`src/watchdog_regs.svh`:
```
`ifndef WATCHDOG_REGS_SVH
`define WATCHDOG_REGS_SVH

// ****************************************************************
// special function register addresses
// ****************************************************************
`define WDT_CONTROL_ADDR   8'ha5
`define WDT_COUNT_ADDR     8'hff

// ****************************************************************
// reset values and control codes
// ****************************************************************
`define WDT_CONTROL_RESET  8'ha5
`define WDT_COUNT_RESET    8'h00
`define WDT_HALT_VALUE     8'ha5
`define WDT_UNLOCK_VALUE   8'h5a
`define WDT_CLEARED_VALUE  8'h00

// ****************************************************************
// timing counts: prescaler in oscillator cycles, counter and pulse in prescaler wraps
// ****************************************************************
`define WDT_PRESCALE_LAST  11'h7ff
`define WDT_COUNT_LAST     8'hff
`define WDT_PULSE_LAST     4'hf

`endif

```
`src/watchdog_pkg.sv`:
```
// ****************************************************************
// shared types
// ****************************************************************
package watchdog_pkg;

	// gray codes along halted -> run -> pulse
	typedef enum logic [1:0] {
		st_halted = 2'b00,
		st_run    = 2'b01,
		st_pulse  = 2'b11
	} wdt_state_type;

endpackage : watchdog_pkg

```
`src/watchdog_tick_if.sv`:
```
`timescale 1ns/1ps
// ****************************************************************
// one-cycle tick per rising edge of the watchdog oscillator
// ****************************************************************
interface watchdog_tick_if;
	logic osc_tick;    // one clk_sys cycle per rising oscillator edge

	modport source (output osc_tick);
	modport sink   (input  osc_tick);
endinterface : watchdog_tick_if

```
`src/watchdog_osc_sync.sv`:
```
`timescale 1ns/1ps
// ****************************************************************
// brings the free oscillator into clk_sys and finds its rising edge
// ****************************************************************
module watchdog_osc_sync (
	// clock and reset
	input  wire logic     clk_sys,
	input  wire logic     reset,
	// raw oscillator from the on-chip watchdog oscillator
	input  wire logic     wd_osc_raw,
	// tick towards the counter
	watchdog_tick_if.source tick_bus
);

	logic sync_first;    // metastable stage, read only by sync_second
	logic sync_second;   // settled copy
	logic sync_last;     // previous settled value for edge finding

	// two-flop synchroniser; the oscillator has no relation to clk_sys
	always_ff @(posedge clk_sys or posedge reset) begin
		if (reset) begin
			sync_first  <= 1'b0;
			sync_second <= 1'b0;
		end else begin
			sync_first  <= wd_osc_raw;
			sync_second <= sync_first;
		end
	end

	// rising edge becomes a registered one-cycle tick
	always_ff @(posedge clk_sys or posedge reset) begin
		if (reset) begin
			sync_last         <= 1'b0;
			tick_bus.osc_tick <= 1'b0;
		end else begin
			sync_last         <= sync_second;
			tick_bus.osc_tick <= sync_second & ~sync_last;
		end
	end

endmodule : watchdog_osc_sync

```
`src/watchdog_timer_unit.sv`:
```
`timescale 1ns/1ps
`include "watchdog_regs.svh"
// Contract
// - 11-bit prescaler feeds 8-bit readable counter
// - prescaler clocked by own 1MHz oscillator
// - counting ignores main crystal clock once enabled
// - counter steps once per 2048 oscillator cycles
// - overflow resets chip, 16x2048 cycle pin pulse
// - internal reset ignores reset pin held low
// - reset forces ports 1-3 high, port 0 floating
// - control register at a5, read and write
// - control a5 stops oscillator, clears both counters; the reset pulse holds a5 with oscillator and prescaler running
// - any reset loads control with a5
// - any other control value enables counting
// - counter readable while running, never stopped
// - counter write accepted only with control 5a
// - accepted write clears prescaler and control
// - timeout is (256 - load) times 2048
// - watchdog reset ends power-down like external
module watchdog_timer_unit
	import watchdog_pkg::*;
(
	// clock and reset
	input  wire logic       clk_sys,
	input  wire logic       reset,
	// watchdog oscillator
	input  wire logic       wd_osc_raw,
	output logic            osc_run,
	// special function register port
	input  wire logic [7:0] sfr_addr,
	input  wire logic [7:0] sfr_wdata,
	input  wire logic       sfr_wr,
	input  wire logic       sfr_rd,
	output logic      [7:0] sfr_rdata,
	// reset outputs
	output logic            chip_reset,
	output logic            rst_pin_out,
	output logic            rst_pin_oe,
	output logic            port123_force_high,
	output logic            port0_float,
	output logic            powerdown_exit
);

	// ****************************************************************
	// state and storage
	// ****************************************************************
	watchdog_tick_if tick_bus ();              // oscillator tick carrier

	wdt_state_type state;                     // halted, run or pulse
	wdt_state_type next_state;                // combinational next
	logic [7:0]    watchdog_control;          // a5 halts, 5a unlocks
	logic [7:0]    watchdog_count;            // software-visible count
	logic [10:0]   prescaler;                 // oscillator cycle count
	logic [3:0]    pulse_wraps;               // prescaler wraps in pulse
	logic          wrap;                      // prescaler at last value
	logic          write_control;             // decoded control write
	logic          write_count;               // decoded counter write
	logic          accept_write;              // unlocked counter write
	logic          overflow;                  // count ff -> 00

	// true when the written or held value is the halt code
	function automatic logic is_halt(input logic [7:0] value);
		return value == `WDT_HALT_VALUE;
	endfunction : is_halt

	// ****************************************************************
	// oscillator edge detection
	// ****************************************************************
	// the oscillator is separate from the crystal; clk_sys stays on
	watchdog_osc_sync osc_sync (
		.clk_sys    (clk_sys),
		.reset      (reset),
		.wd_osc_raw (wd_osc_raw),
		.tick_bus   (tick_bus)
	);

	// ****************************************************************
	// decode
	// ****************************************************************
	// address decode and the events that steer the state machine
	always_comb begin
		write_control = 1'b0;
		write_count   = 1'b0;
		if (sfr_wr && sfr_addr == `WDT_CONTROL_ADDR) begin
			write_control = (state != st_pulse);
		end else if (sfr_wr && sfr_addr == `WDT_COUNT_ADDR) begin
			write_count = (state != st_pulse);
		end
		// only the unlock value lets a counter write through
		accept_write = write_count &&
			watchdog_control == `WDT_UNLOCK_VALUE;
		wrap = tick_bus.osc_tick && prescaler == `WDT_PRESCALE_LAST;
		// a reload in the same cycle beats the overflow
		overflow = (state == st_run) && wrap && !accept_write &&
			watchdog_count == `WDT_COUNT_LAST;
	end

	// ****************************************************************
	// state machine
	// ****************************************************************
	// pulse ends after 16 prescaler wraps, then control is a5 again
	always_comb begin
		next_state = state;
		case (state)
			st_halted: begin
				if (write_control && !is_halt(sfr_wdata)) begin
					next_state = st_run;
				end
			end
			st_run: begin
				if (overflow) begin
					next_state = st_pulse;
				end else if (write_control && is_halt(sfr_wdata)) begin
					next_state = st_halted;
				end
			end
			st_pulse: begin
				if (wrap && pulse_wraps == `WDT_PULSE_LAST) begin
					next_state = st_halted;
				end
			end
			default: begin
				next_state = st_halted;
			end
		endcase
	end

	// state register
	always_ff @(posedge clk_sys or posedge reset) begin
		if (reset) begin
			state <= st_halted;
		end else begin
			state <= next_state;
		end
	end

	// ****************************************************************
	// control register
	// ****************************************************************
	// cleared by an accepted reload, which also relocks the counter
	always_ff @(posedge clk_sys or posedge reset) begin
		if (reset) begin
			watchdog_control <= `WDT_CONTROL_RESET;
		end else if (next_state == st_pulse || state == st_pulse) begin
			watchdog_control <= `WDT_CONTROL_RESET;
		end else if (accept_write) begin
			watchdog_control <= `WDT_CLEARED_VALUE;
		end else if (write_control) begin
			watchdog_control <= sfr_wdata;
		end
	end

	// ****************************************************************
	// prescaler
	// ****************************************************************
	// runs in run and in the pulse, where it times the reset length
	always_ff @(posedge clk_sys or posedge reset) begin
		if (reset) begin
			prescaler <= 11'h000;
		end else if (next_state == st_halted) begin
			prescaler <= 11'h000;
		end else if (accept_write || (state == st_run &&
				next_state == st_pulse)) begin
			prescaler <= 11'h000;
		end else if (tick_bus.osc_tick) begin
			prescaler <= prescaler + 11'h001;
		end
	end

	// ****************************************************************
	// watchdog counter
	// ****************************************************************
	// timeout from a reload is (256 - load) full prescaler wraps
	always_ff @(posedge clk_sys or posedge reset) begin
		if (reset) begin
			watchdog_count <= `WDT_COUNT_RESET;
		end else if (next_state != st_run && !accept_write) begin
			watchdog_count <= `WDT_COUNT_RESET;
		end else if (accept_write) begin
			watchdog_count <= sfr_wdata;
		end else if (wrap) begin
			watchdog_count <= watchdog_count + 8'h01;
		end
	end

	// counts prescaler wraps while the reset pulse is out
	always_ff @(posedge clk_sys or posedge reset) begin
		if (reset) begin
			pulse_wraps <= 4'h0;
		end else if (state != st_pulse) begin
			pulse_wraps <= 4'h0;
		end else if (wrap) begin
			pulse_wraps <= pulse_wraps + 4'h1;
		end
	end

	// ****************************************************************
	// read port
	// ****************************************************************
	// reading never disturbs counting; unmapped addresses read zero
	always_ff @(posedge clk_sys or posedge reset) begin
		if (reset) begin
			sfr_rdata <= 8'h00;
		end else if (sfr_rd && sfr_addr == `WDT_COUNT_ADDR) begin
			sfr_rdata <= watchdog_count;
		end else if (sfr_rd && sfr_addr == `WDT_CONTROL_ADDR) begin
			sfr_rdata <= watchdog_control;
		end else begin
			sfr_rdata <= 8'h00;
		end
	end

	// ****************************************************************
	// outputs
	// ****************************************************************
	// all from flops; the pin is driven regardless of its own level,
	// so an external low on it cannot hold off the internal reset
	always_ff @(posedge clk_sys or posedge reset) begin
		if (reset) begin
			chip_reset         <= 1'b0;
			rst_pin_out        <= 1'b0;
			rst_pin_oe         <= 1'b0;
			port123_force_high <= 1'b0;
			port0_float        <= 1'b0;
			osc_run            <= 1'b0;
		end else begin
			chip_reset         <= (next_state == st_pulse);
			rst_pin_out        <= (next_state == st_pulse);
			rst_pin_oe         <= (next_state == st_pulse);
			port123_force_high <= (next_state == st_pulse);
			port0_float        <= (next_state == st_pulse);
			osc_run            <= (next_state != st_halted);
		end
	end

	// one-cycle wake on entry to the pulse; only ram survives it
	always_ff @(posedge clk_sys or posedge reset) begin
		if (reset) begin
			powerdown_exit <= 1'b0;
		end else begin
			powerdown_exit <= (state != st_pulse) &&
				(next_state == st_pulse);
		end
	end
endmodule : watchdog_timer_unit

```
`config.mk`:
```
export PLATFORM = sky130hd
export DESIGN_NAME = watchdog_timer_unit
export DESIGN_NICKNAME = d
export VERILOG_FILES = /design/src/watchdog_pkg.sv /design/src/watchdog_tick_if.sv /design/src/watchdog_osc_sync.sv /design/src/watchdog_timer_unit.sv
export VERILOG_INCLUDE_DIRS = /design/src
export SDC_FILE = /design/constraint.sdc
export NUM_CORES = 1
export LEC_CHECK = 0
export ABC_AREA = 1
export BUFFER_PORTS_ARGS = -buffer_cell sky130_fd_sc_hd__buf_2
export CAP_MARGIN = 10
export CORE_ASPECT_RATIO = 0.8
export CORE_MARGIN = 5
export CORE_UTILIZATION = 52
export DETAILED_ROUTE_END_ITERATION = 6
export PLACE_DENSITY = 0.76
export SYNTH_ARGS = -nofsm -noshare
export SYNTH_HDL_FRONTEND = slang
export SYNTH_SLANG_ARGS = --single-unit
```
`constraint.sdc`:
```
create_clock -name clk_sys -period 2.58 [get_ports clk_sys]
set_clock_uncertainty 0.2 [all_clocks]
set_input_delay 0 -clock clk_sys [delete_from_list [all_inputs] [get_ports clk_sys]]
set_output_delay 0 -clock clk_sys [all_outputs]
set_load 0.1 [all_outputs]
```
==> results of run 1 <==
[cell families (layout without fill, tap and decap cells)]
kind of cell	Yosys count	after routing	synth area share
AO/OA/AOI/OAI	21	21	0.0509
buffers and inverters	47	108	0.0803
AND/OR/NAND/NOR	175	175	0.364
multiplexers	1	1	0.00367
XOR/XNOR	14	14	0.0450
adder cells (fa/ha/maj)	3	3	0.0138
flip-flops	48	48	0.442
[report_power, final]
| group | switching [mW] | internal, mW |
|---|---|---|
| clock | 0.262 | 0.219 |
| sequential | 0.0836 | 0.831 |
| combinational | 0.167 | 0.148 |
[worst paths after layout]
| check | endpoint | slack [ns] | start | cells past startpoint |
|---|---|---|---|---|
| worst min-delay path | watchdog_control[0]$_DFFE_PP1P_ | 0.04 | sfr_addr[0] | 5 |
| worst min register to register | osc_sync.sync_second$_DFF_PP0_ | 0.16 | osc_sync.sync_first$_DFF_PP0_ | 0 |
| worst max-delay path | watchdog_control[3]$_DFFE_PP0P_ | 0.18 | watchdog_count[0]$_DFFE_PP0P_ | 13 |
| min in group asynchronous | prescaler[2]$_DFFE_PP0P_ | 0.26 | reset | 3 |
| worst max register to register | watchdog_control[3]$_DFFE_PP0P_ | 0.18 | watchdog_count[0]$_DFFE_PP0P_ | 13 |
| max in group asynchronous | state[1]$_DFF_PP0_ | 1.31 | reset | 3 |
[critical path, stage by stage (launching register included)]
cell and delay, ns:
dfrtp_1 0.39, ha_2 0.22, nand3_2 0.10, nor2_2 0.12, nand2_1 0.09, nor2_4 0.14
nand2_4 0.08, inv_2 0.09, nor2_4 0.05, inv_2 0.11, nor2_4 0.05, nand2_1 0.06
dlygate4sd3_1 0.55, nand2_1 0.05
[Yosys cell counts, drive strengths merged]
library cell / n
nand3: 30
and3: 1
mux2i: 1
inv: 39
ha: 3
nor2: 44
buf: 8
nor3: 3
nand3b: 1
a21oi: 2
nor4: 1
xor2: 9
dfrtp: 44
and2: 1
dfstp: 4
o221ai: 3
o31ai: 1
o21ai: 9
xnor2: 5
nand2: 79
nand4: 15
o22ai: 5
o211ai: 1
[per-layer routing]
layer	share of wire	wire length [um]
met1	0.48	2900
met2	0.44	2670
met3	0.066	402
met4	0.017	102
met5	0	0
[cell type report]
cell class | count | area (sq um)
tap | 62 | 77.6
multi-input combinational | 214 | 1310
sequential | 48 | 1210
fill | 406 | 1780
clock inverter | 2 | 13.8
inverter | 39 | 151
timing repair buffer | 61 | 420
clock buffer | 6 | 82.6
[stage by stage]
stage / hold slack [ns] / instances / power [mW]
6_report: 0.0372 / 432 / 1.71
5_1_grt: 0.0850 / 432 / 1.81
4_1_cts: 0.0254 / 426 / 1.71
3_5_place_dp: -0.0903 / 398 / 1.21
3_3_place_gp: -0.0915 / 398 / 1.20
2_1_floorplan: -0.169 / 309 / 1.14
[repair_timing]
item,in CTS,in global routing
setup buffers,0,6
hold buffers,20,0
endpoints found under the setup margin,0,4
endpoints found under the hold margin,69,0
resized for setup,0,2
[registers in the layout, summed over array words and instances (netlist names), 2 cells and up]
name              count
prescaler            11
pulse_wraps           4
sfr_rdata             8
state                 2
watchdog_control      8
watchdog_count        8
==> flow_metrics.env, run 1 <==
export IMPL_status="completed"
export IMPL_via_per_inst=5.14
export IMPL_power_density_nw_per_um2=525
export IMPL_avgSynthCellArea_sq_um=8.82
export IMPL_drt_initial_drc_count=205
export IMPL_fin_setup_tns_ns=0
export IMPL_path_max_fanout=5
export IMPL_placedInstanceArea_sq_um=2910
export IMPL_crit_type="flop to flop"
export IMPL_pre_cts_ws_ns=0.502
export IMPL_yosys_area_top_type_share=0.404
export IMPL_io_buffer_count=35
export IMPL_rsz0062_at_grt="false"
export IMPL_finalWorstSetupSlack_ns=0.176
export IMPL_yosys_area_top_type="dfrtp_1"
export IMPL_vias=2220
export IMPL_avgRoutedWirePerCell_um=14.1
export IMPL_cts_tree="yes"
export IMPL_rows=23
export IMPL_numCtsBuffers=5
export IMPL_finalWirelength_um=6070
export IMPL_grt_pass1_vias=2144
export IMPL_maxCapViolCount=0
export IMPL_diodes=0
export IMPL_die_area_sq_um=6800
export IMPL_grtUsageMet1=0.280
export IMPL_final_common_cell="nand2_1"
export IMPL_drt_pass1_iterations=4
export IMPL_final_cell_mix="nand2_1 (72), dfrtp_1 (44), buf_2 (35)"
export IMPL_syn_instance_count=309
export IMPL_min_period_ns=2.40
export IMPL_clkSinkCount=48
export IMPL_worstMarginPinSlew_ns=0.978
export IMPL_leakagePower_nw=1.54
export IMPL_areaGrowthSynthToFinish_pct=19.5
export IMPL_synth_area_sq_um=2730
export IMPL_worstPathArrival_ns=2.41
export IMPL_holdCritPathClass="input port to flop"
export IMPL_die_y_um=74.8
export IMPL_crit_required_ns=2.59
export IMPL_cts_clk_slew_worst_paths_ns=0.09
export IMPL_ys_types=35
export IMPL_grt_first_pass_wirelength_um=10200
export IMPL_fin_area_sq_um=3260
export IMPL_antenna_left=0
export IMPL_coreArea_sq_um=5040
export IMPL_finalCritPeriodShare=0.932
export IMPL_globalRouteTotalUtil=0.189
export IMPL_synthTopCellsByArea="dfrtp_1 (40%), nand2_1 (9.9%), inv_1 (4.5%)"
export IMPL_final_max_slew_viol_count=0
export IMPL_grt_max_degree=49
export IMPL_die_w_um=91.0
export IMPL_layout_drive_gt1_share=0.276
export IMPL_grt_use_met2=0.280
export IMPL_grt_overflow=0
export IMPL_ctsHtreeMaxLevel=2
export IMPL_place_gp_congestion=0.911
export IMPL_use_met3=0.0460
export IMPL_yosysSeqAreaShare=0.442
export IMPL_num_io_pins=36
export IMPL_cts_buffer_depth=2
export IMPL_hold_viol=0
export IMPL_drc=0
export IMPL_dp_hpwl_um=4280
export IMPL_max_freq_mhz=416
export IMPL_initial_core_util=0.541
export IMPL_crit_path_end_kind="flop"
export IMPL_grt_busiest_layer="met2"
export IMPL_start_kind="flop"
export IMPL_syn_nets=333
export IMPL_antenna_found_initial=0
export IMPL_root_buffer="clkbuf_8"
export IMPL_fin_nets=393
export IMPL_clk_latency_ns=0.31
export IMPL_relSlewSlack=0.347
export IMPL_ir_drop_uv=348
export IMPL_yosys_warnings=0
export IMPL_fin_util=0.647
export IMPL_yosys_register_bits=48
export IMPL_finalSetupViolations=0
No activity file was read; power rests on OpenSTA's default activity.
==> inputs of run 2 (changes only) <==
- CELL_PAD_IN_SITES_DETAIL_PLACEMENT: not set -> 2
- CELL_PAD_IN_SITES_GLOBAL_PLACEMENT: not set -> 2
- CORE_UTILIZATION: 52 -> 35
- GPL_TIMING_DRIVEN: not set -> 0
- PLACE_DENSITY: 0.76 -> 0.82
==> run 2 against run 1 <==
Compared with the run above: clock-buffer cell count unchanged; sequential share of layout area down 0.37 points; fmax fell by 1.7%; register-to-register slack gained 0.19 ns; via count increased by 6.6%; core utilization decreased by 21 points; global-route usage about the same; non-clock buffer count down 1; sequential power rose by 0.4%; critical endpoint is now watchdog_count[6]$_DFFE_PP0P_.
==> flow_metrics.env, run 2 (synthesized netlist as in run 1, its figures left out) <==
export IMPL_holdCritPathClass="input port to flop"
export IMPL_power_net_switching_mw=0.539
export IMPL_clkSinkCount=48
export IMPL_startpoint="sfr_addr[1]"
export IMPL_rows=28
export IMPL_hold_viol=0
export IMPL_start_kind="input port"
export IMPL_finalSetupViolations=0
export IMPL_path_max_fanout=10
export IMPL_max_freq_mhz=409
export IMPL_fin_setup_tns_ns=0
export IMPL_crit_path_end_kind="flop"
export IMPL_die_area_sq_um=9670
export IMPL_layout_drive_gt1_share=0.274
export IMPL_top_layer_used="met4"
export IMPL_dp_hpwl_um=6070
export IMPL_worstPathArrival_ns=2.45
export IMPL_clk_latency_ns=0.31
export IMPL_globalRouteTotalUtil=0.189
export IMPL_drt_initial_drc_count=87
export IMPL_maxCapViolCount=0
export IMPL_cts_buffer_depth=2
export IMPL_die_w_um=109
export IMPL_worstMarginPinSlew_ns=0.547
export IMPL_reg2reg_depth=9
export IMPL_antenna_left=0
export IMPL_power_frac_comb=0.190
export IMPL_grt_overflow=0
export IMPL_reg2reg_slack_ns=0.37
export IMPL_final_cell_mix="nand2_1 (72), dfrtp_1 (44), buf_2 (35)"
export IMPL_rsz0062_at_grt="false"
export IMPL_vias=2366
export IMPL_via_per_inst=5.00
export IMPL_finalWirelength_um=8160
export IMPL_cts_clk_slew_worst_paths_ns=0.09
export IMPL_die_y_um=88.9
export IMPL_io_buffer_count=35
export IMPL_areaGrowthSynthToFinish_pct=20.7
export IMPL_power_density_nw_per_um2=516
export IMPL_initial_core_util=0.364
export IMPL_r2r_end="watchdog_count[6]$_DFFE_PP0P_"
export IMPL_antenna_found_initial=0
export IMPL_crit_required_ns=2.58
export IMPL_cts_tree="yes"
export IMPL_met2WireLength_um=4110
export IMPL_place_gp_congestion=0.771
export IMPL_internal_power_mw=1.16
export IMPL_fillers=845
export IMPL_min_period_ns=2.44
export IMPL_r2r_start="prescaler[0]$_DFFE_PP0P_"
export IMPL_drt_pass1_iterations=4
export IMPL_crit_end="watchdog_count[6]$_DFFE_PP0P_"
export IMPL_wl_met1_um=3660
export IMPL_coreArea_sq_um=7500
export IMPL_share_clk_of_total_power=0.269
export IMPL_final_max_slew_viol_count=0
export IMPL_grt_max_degree=31
export IMPL_num_io_pins=36
export IMPL_fin_nets=392
export IMPL_avgRoutedWirePerCell_um=17.2
export IMPL_finalCritPeriodShare=0.947
export IMPL_status="completed"
export IMPL_regMostFlops="prescaler"
export IMPL_leakagePower_nw=1.54
export IMPL_min_from="sfr_addr[0]"
export IMPL_final_common_cell="nand2_1"
export IMPL_finalWorstSetupSlack_ns=0.136
export IMPL_ir_drop_uv=270
export IMPL_pre_cts_ws_ns=0.375
export IMPL_grt_first_pass_wirelength_um=14000
export IMPL_wl_met3_um=276
export IMPL_placedInstanceArea_sq_um=3050
export IMPL_relSlewSlack=0.635
export IMPL_finalPower_mw=1.70
export IMPL_switching_share=0.317
export IMPL_pwr_share_seq=0.541
export IMPL_crit_type="input port to flop"
export IMPL_largest_reg_flops=11
export IMPL_diodes=0
export IMPL_drc=0
export IMPL_numCtsBuffers=5
export IMPL_root_buffer="clkbuf_8"
export IMPL_fin_area_sq_um=3290
export IMPL_grt_pass1_vias=2739
export IMPL_ctsHtreeMaxLevel=2
## run 2: cell type report
cell class / count / area [sq um] / share of cell area
tap: 105 / 131 / 0.0399
buffer: 8 / 67.6 / 0.0205
multi-input combinational: 214 / 1300 / 0.395
clock buffer: 6 / 72.6 / 0.0221
timing repair buffer: 52 / 355 / 0.108
sequential: 48 / 1210 / 0.367
clock inverter: 1 / 5.00 / 0.00152
inverter: 39 / 151 / 0.0460
## run 2: worst min-delay path by stage
| stage | to | slack, ns | cells past startpoint |
|---|---|---|---|
| floorplan | osc_sync.sync_first$_DFF_PP0_ | -0.17 | 0 |
| global placement | osc_sync.sync_first$_DFF_PP0_ | -0.09 | 1 |
| detailed placement | watchdog_control[3]$_DFFE_PP0P_ | -0.15 | 2 |
| CTS | watchdog_control[0]$_DFFE_PP1P_ | 0.02 | 5 |
| global route | watchdog_control[0]$_DFFE_PP1P_ | 0.06 | 5 |
| finish | watchdog_control[0]$_DFFE_PP1P_ | 0.02 | 5 |
## run 2: per-stage QoR
step                hold WS (ns)  instances  utilization
floorplan                 -0.169        309            -
global placement         -0.0911        449        0.405
detailed placement        -0.147        450        0.407
CTS                       0.0173        473        0.439
global route              0.0572        473        0.439
finish                    0.0231        473        0.439
## run 2: worst max-delay path: stages
cell and delay [ns]:
dlygate4sd3_1 0.53, buf_2 0.13, nand4_1 0.06, dlygate4sd3_1 0.60, nor2_4 0.08, nand3_4 0.09, inv_2 0.11, nor2_2 0.44
nand3_4 0.20, nand3_1 0.14, nand2_1 0.05
## run 2: power groups by stage
| stage | Sequential (mW) | Clock [mW] | Combinational [mW] |
|---|---|---|---|
| after floorplan | 0.911 | 0 | 0.233 |
| after global placement | 0.927 | 0 | 0.281 |
| after detailed placement | 0.929 | 0 | 0.309 |
| after CTS | 0.919 | 0.470 | 0.327 |
| after global routing | 0.933 | 0.502 | 0.364 |
| final | 0.919 | 0.457 | 0.322 |
## run 2: repair_timing
action                                 4_1_cts  5_1_grt
buffers inserted                             0        0
endpoints found under the hold margin       73        0
resized for setup                            0        0
hold buffers                                16        0
setup endpoints to repair                    0        0
## run 2: per-layer routing
metal  global-route usage  vias up
met1                0.231     1207
met3               0.0412       12
li1                     -     1111
met2                0.343       36
met5                    0        -
met4               0.0470        0
==> inputs of run 3 (changes only) <==
- ABC_AREA: 1 -> not set
- CORE_UTILIZATION: 35 -> 36
- PLACE_DENSITY: 0.82 -> 0.81
==> run 3 against run 2 <==
Compared with the run above: sequential share of layout area up 5.7 points; global-route usage decreased by 1.2 points; combinational power is 14% lower; register-to-register slack worse by 0.15 ns; clock power increased by 2%; setup slack gained 0.082 ns; routed wire length shrank 16%; critical path depth fell by 5; sequential power is 11% lower; clock-buffer cell count unchanged; core utilization is 0.77 points higher; die area decreased by 14%; critical path type is now flop to flop; critical endpoint is now watchdog_count[1]$_DFFE_PP0P_; highest routed layer unchanged.
==> flow_metrics.env, run 3 <==
export IMPL_status="completed"
export IMPL_fin_nets=295
export IMPL_hold_viol=0
export IMPL_finalCritPeriodShare=0.916
export IMPL_die_area_sq_um=8270
export IMPL_pre_cts_ws_ns=0.185
export IMPL_synth_edf_count=0
export IMPL_cts_clk_slew_worst_paths_ns=0.09
export IMPL_layout_drive_gt1_share=0.254
export IMPL_initial_core_util=0.370
export IMPL_crit_type="flop to flop"
export IMPL_hold_buffers=10
export IMPL_yosys_area_top_type="dfrtp_1"
export IMPL_rows=26
export IMPL_clk_latency_ns=0.31
export IMPL_cpMaxStageDelayCell="nor4_4"
export IMPL_ir_drop_uv=445
export IMPL_synth_most_common_cell="dfrtp_1"
export IMPL_place_gp_congestion=0.796
export IMPL_crit_required_ns=2.56
export IMPL_path_max_fanout=7
export IMPL_fin_util=0.447
export IMPL_numCtsBuffers=5
export IMPL_grt_first_pass_wirelength_um=11000
export IMPL_die_y_um=82.4
export IMPL_finalWirelength_um=6860
export IMPL_start_kind="flop"
export IMPL_yosysSeqAreaShare=0.512
export IMPL_cts_buffer_depth=2
export IMPL_fillers=711
export IMPL_yosys_register_bits=48
export IMPL_globalRouteTotalUtil=0.177
export IMPL_postCtsResizedCells=0
export IMPL_antenna_found_initial=0
export IMPL_drt_pass1_iterations=4
export IMPL_reg2reg_depth=6
export IMPL_die_w_um=100
export IMPL_antenna_left=0
export IMPL_finalWorstSetupSlack_ns=0.218
export IMPL_grt_max_degree=33
export IMPL_coreArea_sq_um=6380
export IMPL_cts_tree="yes"
export IMPL_netlist_top_cells_count="dfrtp_1 (44), nand2_1 (26), nor2_1 (20)"
export IMPL_maxCapViolCount=0
export IMPL_avgSynthCellArea_sq_um=10.8
export IMPL_crit_path_end_kind="flop"
export IMPL_post_cts_buffers=0
export IMPL_root_buffer="clkbuf_8"
export IMPL_rsz0062_at_grt="false"
export IMPL_final_common_cell="dfrtp_1"
export IMPL_min_period_ns=2.36
export IMPL_syn_instance_count=218
export IMPL_grt_pass1_vias=1994
export IMPL_ctsHtreeMaxLevel=2
export IMPL_final_max_slew_viol_count=0
export IMPL_synthTopCellsByArea="dfrtp_1 (47%), dfstp_2 (4.5%), nand2_1 (4.1%)"
export IMPL_seq_area_sq_um=1210
export IMPL_max_freq_mhz=423
export IMPL_finalSetupViolations=0
export IMPL_drt_initial_drc_count=64
export IMPL_yosys_area_top_type_share=0.467
export IMPL_leakagePower_nw=1.31
export IMPL_ys_async_sr_fraction=1.00
export IMPL_ys_types=42
export IMPL_holdCritPathClass="input port to async pin"
export IMPL_final_cell_mix="dfrtp_1 (44), buf_2 (39), nand2_1 (26)"
export IMPL_grt_overflow=0
export IMPL_worstPathArrival_ns=2.34
export IMPL_num_io_pins=36
export IMPL_areaGrowthSynthToFinish_pct=20.9
export IMPL_vias=1904
export IMPL_dp_hpwl_um=4930
export IMPL_fin_setup_tns_ns=0
export IMPL_power_density_nw_per_um2=548
export IMPL_critPathMaxStageDelay_ns=0.46
export IMPL_relSlewSlack=0.609
export IMPL_syn_nets=242
export IMPL_via_per_inst=5.33
export IMPL_path_cells="ha_1 > nand3_1 > nor4_4 > a22oi_2 > nand2_1 > o21ai_1"
export IMPL_regMostFlops="prescaler"
export IMPL_worstMarginPinSlew_ns=0.585
export IMPL_drc=0
export IMPL_synth_area_sq_um=2360
export IMPL_clkSinkCount=48
export IMPL_largest_reg_flops=11
export IMPL_synthFlopType="dfrtp_1"
export IMPL_io_buffer_count=35
export IMPL_avgRoutedWirePerCell_um=19.2
export IMPL_yosys_warnings=0
export IMPL_multi_input_area_sq_um=1070
## run 3: cells by family (layout without fill, tap and decap cells)
| group | count (synthesis) | count (layout) | synth area share |
|---|---|---|---|
| AO/OA/AOI/OAI | 35 | 35 | 0.117 |
| XOR/XNOR | 20 | 20 | 0.0743 |
| adder cells (fa/ha/maj) | 3 | 3 | 0.0159 |
| buffers and inverters | 15 | 69 | 0.0356 |
| flip-flops | 48 | 48 | 0.512 |
| multiplexers | 3 | 3 | 0.0127 |
| other | 0 | 1 | 0 |
| AND/OR/NAND/NOR | 94 | 94 | 0.232 |
## run 3: worst max-delay path: cells and delay by family, from the launching register on
kind,cells,cell delay [ns]
and+or+nand+nor,3,1.03
DFF,1,0.41
AOI/OAI and AO/OA,2,0.37
adders and majority gates,1,0.22
## run 3: final timing paths
check / endpoint / slack [ns] / start
max: watchdog_count[1]$_DFFE_PP0P_ / 0.22 / prescaler[0]$_DFFE_PP0P_
min: watchdog_count[4]$_DFFE_PP0P_ / 0.007 / reset
max reg2reg: watchdog_count[1]$_DFFE_PP0P_ / 0.22 / prescaler[0]$_DFFE_PP0P_
min reg2reg: osc_sync.sync_second$_DFF_PP0_ / 0.16 / osc_sync.sync_first$_DFF_PP0_
max in group asynchronous: watchdog_control[2]$_DFFE_PP1P_ / 1.60 / reset
min in group clk_sys: sfr_rdata[6]$_DFF_PP0_ / 0.06 / sfr_rd
## run 3: final cells by class
type / instances / area share
diodes: 1 / 0.000879
plain buffers: 10 / 0.0228
clock buffers: 6 / 0.0255
clock inverters: 2 / 0.00571
inverters: 5 / 0.00659
multi-input cells: 155 / 0.374
flip-flops and latches: 48 / 0.424
well taps: 84 / 0.0369
repair buffers: 46 / 0.104
## run 3: metrics by stage
stage	area (sq um)	hold slack, ns	instances	power [mW]
3_5_place_dp	2660	-0.197	338	1.09
3_3_place_gp	2640	-0.0903	337	1.08
2_1_floorplan	2360	-0.169	218	1.00
5_1_grt	2850	0.0519	356	1.63
6_report	2850	0.00716	357	1.56
4_1_cts	2850	0.0182	356	1.58
## run 3: routing by layer
metal,track usage,part of all wire,vias to the layer above
li1,-,-,869
met1,0.247,0.47,983
met2,0.284,0.47,46
met3,0.0294,0.046,6
met4,0.0538,0.0083,0
met5,0,0,-
## run 3: power breakdown
part	switching [mW]	total, mW	leakage (nW)	internal, mW
sequential	0.0291	0.818	0.644	0.789
combinational	0.198	0.277	0.629	0.0792
clock	0.273	0.466	0.0414	0.193
total	0.500	1.56	1.31	1.06
